==> src/alarm_status_pkg.sv <==
package alarm_status_pkg;

  // ------------------------------------------------------------
  // Register map
  // ------------------------------------------------------------
  localparam logic [7:0] ADDR_INPUT_LOSS = 8'h81;
  localparam logic [7:0] ADDR_FREQ_LOCK = 8'h82;
  localparam logic [7:0] STATUS_RESET = 8'h00;
  localparam logic [7:0] UNMAPPED_READ = 8'h00;

  // ------------------------------------------------------------
  // Field positions
  // ------------------------------------------------------------
  localparam int LOSS_REF_BIT = 0;
  localparam int LOSS_INPUT_LSB = 1;
  localparam int FREQ_UNLOCK_BIT = 0;
  localparam int FREQ_OFFSET_LSB = 1;
  localparam int HOLD_VALID_BIT = 6;

  // ------------------------------------------------------------
  // Alarm vector layout between the synchroniser and the registers
  // ------------------------------------------------------------
  localparam int ALARM_W = 11;
  localparam int AL_REF_LOST = 0;
  localparam int AL_INPUT_LOST_LSB = 1;
  localparam int AL_FREQ_OFFSET_LSB = 5;
  localparam int AL_UNLOCKED = 9;
  localparam int AL_HOLD_VALID = 10;
  localparam logic [ALARM_W-1:0] ALARM_RESET = 11'h000;

  // ------------------------------------------------------------
  // Timing
  // ------------------------------------------------------------
  localparam int CLK_PERIOD_NS = 10;
  localparam int SYNC_STAGES = 2;
  localparam int SOURCE_TO_IMAGE_CYCLES = SYNC_STAGES + 1;
  localparam logic [1:0] WARMUP_DONE = 2'h3;

  typedef logic [ALARM_W-1:0] alarm_vec_t;
  typedef logic [7:0] status_byte_t;

endpackage

==> src/alarm_sync_if.sv <==
`timescale 1ns/1ps
interface alarm_sync_if;
  import alarm_status_pkg::*;
  alarm_vec_t raw;
  alarm_vec_t synced;
  modport sync_side (input raw, output synced);
  modport user_side (output raw, input synced);
endinterface

==> src/clock_alarm_live_status.sv <==
`timescale 1ns/1ps
module clock_alarm_live_status
  import alarm_status_pkg::*;
(
  // Clock and reset
  input wire logic clk_sys,
  input wire logic reset_n,
  // Loss-of-signal detectors
  input wire logic input1_signal_lost,
  input wire logic input2_signal_lost,
  input wire logic input3_signal_lost,
  input wire logic input4_signal_lost,
  input wire logic reference_signal_lost,
  // Frequency monitors, lock detector and hold filter
  input wire logic input1_freq_offset,
  input wire logic input2_freq_offset,
  input wire logic input3_freq_offset,
  input wire logic input4_freq_offset,
  input wire logic pll_unlocked,
  input wire logic hold_filter_valid,
  // Control port register access
  input wire logic [7:0] reg_addr,
  input wire logic reg_rd_en,
  input wire logic reg_wr_en,
  input wire logic [7:0] reg_wdata,
  output alarm_status_pkg::status_byte_t reg_rdata,
  output logic reg_rd_valid,
  // Live register images
  output alarm_status_pkg::status_byte_t input_loss_status,
  output alarm_status_pkg::status_byte_t freq_lock_hold_status
);

  // ------------------------------------------------------------
  // Field packing
  // ------------------------------------------------------------
  function automatic status_byte_t pack_input_loss(input alarm_vec_t a);
    status_byte_t b;
    b = STATUS_RESET;
    b[LOSS_REF_BIT] = a[AL_REF_LOST];
    b[LOSS_INPUT_LSB +: 4] = a[AL_INPUT_LOST_LSB +: 4];
    return b;
  endfunction

  function automatic status_byte_t pack_freq_lock(input alarm_vec_t a);
    status_byte_t b;
    b = STATUS_RESET;
    b[FREQ_UNLOCK_BIT] = a[AL_UNLOCKED];
    b[FREQ_OFFSET_LSB +: 4] = a[AL_FREQ_OFFSET_LSB +: 4];
    b[HOLD_VALID_BIT] = a[AL_HOLD_VALID];
    return b;
  endfunction

  // ------------------------------------------------------------
  // Reset release
  // ------------------------------------------------------------
  logic rst_meta;
  logic rst_n_sync;

  always_ff @(posedge clk_sys or negedge reset_n) begin
    if (!reset_n) begin
      rst_meta <= 1'b0;
      rst_n_sync <= 1'b0;
    end else begin
      rst_meta <= 1'b1;
      rst_n_sync <= rst_meta;
    end
  end

  // ------------------------------------------------------------
  // Alarm synchronisation
  // ------------------------------------------------------------
  alarm_sync_if alarm_bus ();

  assign alarm_bus.raw = {hold_filter_valid, pll_unlocked,
                          input4_freq_offset, input3_freq_offset, input2_freq_offset, input1_freq_offset,
                          input4_signal_lost, input3_signal_lost, input2_signal_lost, input1_signal_lost,
                          reference_signal_lost};

  alarm_sync u_alarm_sync (
    .clk_sys(clk_sys),
    .rst_n_sync(rst_n_sync),
    .alarms(alarm_bus.sync_side)
  );

  // ------------------------------------------------------------
  // Live status images
  // ------------------------------------------------------------
  status_byte_t next_input_loss;
  status_byte_t next_freq_lock;

  assign next_input_loss = pack_input_loss(alarm_bus.synced);
  assign next_freq_lock = pack_freq_lock(alarm_bus.synced);

  always_ff @(posedge clk_sys or negedge rst_n_sync) begin
    if (!rst_n_sync) begin
      input_loss_status <= STATUS_RESET;
      freq_lock_hold_status <= STATUS_RESET;
    end else begin
      input_loss_status <= next_input_loss;
      freq_lock_hold_status <= next_freq_lock;
    end
  end

  // ------------------------------------------------------------
  // Register read port; writes have no effect
  // ------------------------------------------------------------
  logic hit_input_loss;
  logic hit_freq_lock;
  status_byte_t next_rdata;

  assign hit_input_loss = (reg_addr == ADDR_INPUT_LOSS);
  assign hit_freq_lock = (reg_addr == ADDR_FREQ_LOCK);
  assign next_rdata = hit_input_loss ? input_loss_status :
                      hit_freq_lock ? freq_lock_hold_status : UNMAPPED_READ;

  always_ff @(posedge clk_sys or negedge rst_n_sync) begin
    if (!rst_n_sync) begin
      reg_rdata <= STATUS_RESET;
      reg_rd_valid <= 1'b0;
    end else begin
      reg_rd_valid <= reg_rd_en;
      if (reg_rd_en) begin
        reg_rdata <= next_rdata;
      end
    end
  end

  // ------------------------------------------------------------
  // Checks
  // ------------------------------------------------------------
  logic [1:0] warmup;
  logic settled;

  always_ff @(posedge clk_sys or negedge rst_n_sync) begin
    if (!rst_n_sync) begin
      warmup <= 2'h0;
    end else if (warmup != WARMUP_DONE) begin
      warmup <= warmup + 2'h1;
    end
  end

  assign settled = (warmup == WARMUP_DONE);

  a_loss_inputs_live: assert property (@(posedge clk_sys) disable iff (!rst_n_sync)
    settled |-> input_loss_status[4:1] ==
      $past({input4_signal_lost, input3_signal_lost, input2_signal_lost, input1_signal_lost}, 3))
    else $error("input loss bits do not follow the detectors");

  a_loss_ref_live: assert property (@(posedge clk_sys) disable iff (!rst_n_sync)
    settled |-> input_loss_status[0] == $past(reference_signal_lost, 3))
    else $error("reference loss bit does not follow its detector");

  a_freq_offset_live: assert property (@(posedge clk_sys) disable iff (!rst_n_sync)
    settled |-> freq_lock_hold_status[4:1] ==
      $past({input4_freq_offset, input3_freq_offset, input2_freq_offset, input1_freq_offset}, 3))
    else $error("frequency offset bits do not follow the monitors");

  a_unlock_follows: assert property (@(posedge clk_sys) disable iff (!rst_n_sync)
    settled && $rose(pll_unlocked) |-> ##3 freq_lock_hold_status[0] ##1 1'b1)
    else $error("unlock bit did not rise three cycles after loss of lock");

  a_lock_clears: assert property (@(posedge clk_sys) disable iff (!rst_n_sync)
    settled && $fell(pll_unlocked) |-> ##3 !freq_lock_hold_status[0])
    else $error("unlock bit did not clear three cycles after lock");

  a_hold_valid_live: assert property (@(posedge clk_sys) disable iff (!rst_n_sync)
    settled |-> freq_lock_hold_status[6] == $past(hold_filter_valid, 3))
    else $error("hold valid bit does not follow the hold filter");

  a_reserved_zero: assert property (@(posedge clk_sys) disable iff (!rst_n_sync)
    input_loss_status[7:5] == 3'h0 && freq_lock_hold_status[7] == 1'b0 && freq_lock_hold_status[5] == 1'b0)
    else $error("reserved status bit reads nonzero");

  a_read_returns_image: assert property (@(posedge clk_sys) disable iff (!rst_n_sync)
    reg_rd_en && (reg_addr == ADDR_FREQ_LOCK) |=> reg_rd_valid && reg_rdata == $past(freq_lock_hold_status))
    else $error("read of frequency and lock register returned wrong data");

  a_read_loss_image: assert property (@(posedge clk_sys) disable iff (!rst_n_sync)
    reg_rd_en && (reg_addr == ADDR_INPUT_LOSS) |=> reg_rd_valid && reg_rdata == $past(input_loss_status))
    else $error("read of input loss register returned wrong data");

  a_write_ignored: assert property (@(posedge clk_sys) disable iff (!rst_n_sync)
    reg_wr_en && !reg_rd_en |=> !reg_rd_valid && $stable(reg_rdata))
    else $error("write disturbed the read port");

  a_unmapped_zero: assert property (@(posedge clk_sys) disable iff (!rst_n_sync)
    reg_rd_en && !hit_input_loss && !hit_freq_lock |=> reg_rdata == UNMAPPED_READ)
    else $error("unmapped read returned nonzero");

  a_valid_follows_read: assert property (@(posedge clk_sys) disable iff (!rst_n_sync)
    reg_rd_valid == $past(reg_rd_en))
    else $error("read valid is not a one-cycle echo of the read strobe");

  a_rdata_holds: assert property (@(posedge clk_sys) disable iff (!rst_n_sync)
    !reg_rd_en |=> $stable(reg_rdata))
    else $error("read data changed without a read");

  a_images_clear_reset: assert property (@(posedge clk_sys)
    !rst_n_sync |-> input_loss_status == STATUS_RESET && freq_lock_hold_status == STATUS_RESET)
    else $error("status images not cleared during reset");

  c_read_loss: cover property (@(posedge clk_sys) disable iff (!rst_n_sync)
    reg_rd_en && hit_input_loss ##1 reg_rdata != STATUS_RESET);

  c_read_freq: cover property (@(posedge clk_sys) disable iff (!rst_n_sync)
    reg_rd_en && hit_freq_lock ##1 reg_rdata[HOLD_VALID_BIT]);

  c_unlock_rise: cover property (@(posedge clk_sys) disable iff (!rst_n_sync)
    $rose(freq_lock_hold_status[0]));

  c_back_to_back: cover property (@(posedge clk_sys) disable iff (!rst_n_sync)
    reg_rd_en [*2]);

endmodule

==> src/alarm_sync.sv <==
`timescale 1ns/1ps
module alarm_sync
  import alarm_status_pkg::*;
(
  // Clock and reset
  input wire logic clk_sys,
  input wire logic rst_n_sync,
  // Alarm levels
  alarm_sync_if.sync_side alarms
);

  // ------------------------------------------------------------
  // Two-stage level synchroniser; first stage feeds only the second
  // ------------------------------------------------------------
  alarm_vec_t stage_meta;
  alarm_vec_t stage_out;

  always_ff @(posedge clk_sys or negedge rst_n_sync) begin
    if (!rst_n_sync) begin
      stage_meta <= ALARM_RESET;
      stage_out <= ALARM_RESET;
    end else begin
      stage_meta <= alarms.raw;
      stage_out <= stage_meta;
    end
  end

  assign alarms.synced = stage_out;

endmodule

==> config.mk <==
export PLATFORM = sky130hd
export DESIGN_NAME = clock_alarm_live_status
export DESIGN_NICKNAME = d
export VERILOG_FILES = /design/src/alarm_status_pkg.sv /design/src/alarm_sync_if.sv /design/src/clock_alarm_live_status.sv /design/src/alarm_sync.sv
export SDC_FILE = /design/constraint.sdc
export NUM_CORES = 1
export LEC_CHECK = 0
export BUFFER_PORTS_ARGS = -buffer_cell sky130_fd_sc_hd__buf_2
export CAP_MARGIN = 10
export CELL_PAD_IN_SITES_DETAIL_PLACEMENT = 2
export CELL_PAD_IN_SITES_GLOBAL_PLACEMENT = 2
export CORE_UTILIZATION = 29
export DETAILED_ROUTE_END_ITERATION = 10
export PLACE_DENSITY = 0.86
export SLEW_MARGIN = 20
export SYNTH_ARGS = -nofsm -noshare
export SYNTH_HDL_FRONTEND = slang
export SYNTH_SLANG_ARGS = --single-unit
==> constraint.sdc <==
create_clock -name clk_sys -period 2 [get_ports clk_sys]
set_clock_uncertainty 0.15 [all_clocks]
set_input_delay 0.2 -clock clk_sys [delete_from_list [all_inputs] [get_ports clk_sys]]
set_output_delay 0.2 -clock clk_sys [all_outputs]
set_load 0.01 [all_outputs]
==> results.md <==
- Syn-to-layout area delta: 40.4%
- Clk pwr share: 0.440
- FF/Latch Area: 0.00105 sq mm
- Root buf cell: clkbuf_8
- Hold_buf cts: 13
- Die Width: 68.0 microns
- PD cells: 1010 mW/mm^2
- RSZ-0062 raised after global routing: false
- Gpl congestion: 0.649
- Post-DRT Antenna Nets: 0
- Starting density of the core: 0.309
- Vias: 755
- CP max FO: 2
- Required time worst endpoint: 1650 ps
- Final max-slew violation count: 0
- Critical path class: reg2out
- Die Span Y: 68.0 microns
- Antenna Cells: 0
- H-tree lvl count: 2
- Final core occ: 0.434
- Final WL: 2.67 mm
- Fillers: 412
- Number of global-route vias before repair: 960
- TritonCTS buffer count: 5
- Postcts setup bufs: 0
- FP Rows: 23
- P_sw: 361 uW
- IO Port Bufs: 39
- Slack of the critical path: 813 ps
- Worst ir drop on vdd: 0.703 mV
- Critical Path Source: input_loss_status[2]
- DRC Markers: 0
- Clk sink count: 42
- GRT Residual Overflow: 0
- Seq pwr share: 0.502
- Logic pwr share: 0.058
- Clk slew on worst S/H paths: 80 ps
- CORE AREA: 0.00409 sq mm
- Setup TNS: 0 ps
- Max clock buf depth: 2
- Worst setup SP type: flip-flop
- Area of the multi-input gates: 159 sq um
- Delay-heaviest family, CP: flip-flops
- Internal: 1.43 mW
- Yosys reg bits: 42
- Worst min-delay path class: in2async
- Fin nets: 165
- Syn Std Cell Area: 0.00126 sq mm
- All-Layer GR Usage: 0.140
- CP cell instances: buf_2
- Leak: 0.856 nW
- Slowest cell on crit path: dfrtp_1
- Worst Path Buf+Inv: 1
- WL per Instance: 14.4 microns
- Ranking of synthesized cells by area: dfrtp_1, buf_4, a22oi_1
- Min cycle time layout: 1190 ps
- Initial DRC Count: 17
- Hold Violations, Final: 0
- Commonest non-fill, non-tap cell in the layout: dfrtp_1
- Part of the cycle the worst path needs: 0.593
- Layout cell share with drive strength beyond 1: 0.378
- Yosys warning count: 0
- Initial antenna violation count: 0
- Most frequent cells in the layout: dfrtp_1, buf_2, dlygate4sd3_1
- Die ar.: 0.00462 sq mm
- Outcome: finished, final reports clean
- Max_cap viols: 0
- CTS tree: built
- Clock latency at the later pin of the worst-skew pair: 290 ps
- Place WS: 800 ps
- Sequential area share after synthesis: 0.833
- Worst Setup End Kind: output port
- # IOs: 56
- Sw Share: 0.201
- Post-Synthesis Cells: 74
- Largest net degree at the start of global routing: 23
- Synth Area per Inst: 17.1 sq um
- Worst path arrival time: 840 ps
- Pre-antenna DRT Iters: 4
- First-pass GRT wire length: 4.46 mm
- Distinct cells, synth: 11
- Cts repair resizes: 0
- Yosys top cell area share: 0.833
- Max Fclk: 843 MHz
- Post-synth top area cell: dfrtp_1
- Max incr delay on CP: 400 ps
- Setup violators final: 0
- Detail-routed via count per cell: 4.08
- R2R Path Start: input_loss_status[4]
[metal layers]
metal | up-vias | GRT usage | wire length [microns]
li1 | 345 | - | -
met1 | 369 | 0.125 | 883
met2 | 35 | 0.279 | 1580
met3 | 6 | 0.0383 | 158
met4 | 0 | 0.0703 | 46
met5 | - | 0 | 0
[power by group through the flow]
stage	clock, mW	sequential (mW)	combinational [mW]
global placement	0	0.914	0.0808
floorplan	0	0.930	0.0280
CTS	0.808	0.902	0.105
detailed placement	0	0.918	0.0860
finish	0.791	0.901	0.104
global route	0.844	0.906	0.115
[final cells by class]
type / count / share of cell area
Multi-Input combinational cell: 25 / 0.0896
Inverter: 6 / 0.0127
Tap cell: 50 / 0.0353
Clock inverter: 3 / 0.0388
Clock buffer: 5 / 0.0388
Timing Repair Buffer: 54 / 0.192
Sequential cell: 42 / 0.593
[metrics by stage]
stage	instances	power, mW	cell area (sq um)	hold WS [ps]
finish	185	1.80	1770	66.0
global route	185	1.87	1770	56.5
CTS	185	1.82	1770	47.1
detailed placement	164	1.00	1510	-163
global placement	164	0.994	1510	-164
floorplan	80	0.958	1280	-246
[sequential cells by signal, indices dropped and copies added (netlist names)]
signal	flops
rst_meta	1
u_alarm_sync.alarms.synced	11
rst_n_sync	1
reg_rd_valid	1
freq_lock_hold_status	6
input_loss_status	5
reg_rdata	6
u_alarm_sync.stage_meta	11
[path summary, 6_finish.rpt]
check | end | slack [ps] | depth (start not counted)
worst max-delay path | input_loss_status[2] | 810 | 1
worst min-delay path | rst_meta | 70 | 2
worst max register to register | reg_rdata[4] | 1020 | 2
worst min register to register | u_alarm_sync.alarms.synced[2] | 90 | 1
max in group asynchronous | reg_rdata[3] | 1370 | 1
min in group clk_sys | reg_rdata[1] | 110 | 4
[logic make-up after synthesis]
kind of cell / count (synthesis) / share of synthesized area
flops: 42 / 0.833
buf+inv: 13 / 0.0595
compound gates: 11 / 0.0595
simple gates: 6 / 0.0426
other cells: 2 / 0.00595
[synth_stat cells]
library cell,count
inv_1,6
nor2_1,1
a22oi_1,5
nor4b_4,1
nand2_1,1
nand3_2,1
o22ai_1,6
dfrtp_1,42
buf_4,7
conb_1,2
nor2b_1,2
(Power assumes the default switching activity.)
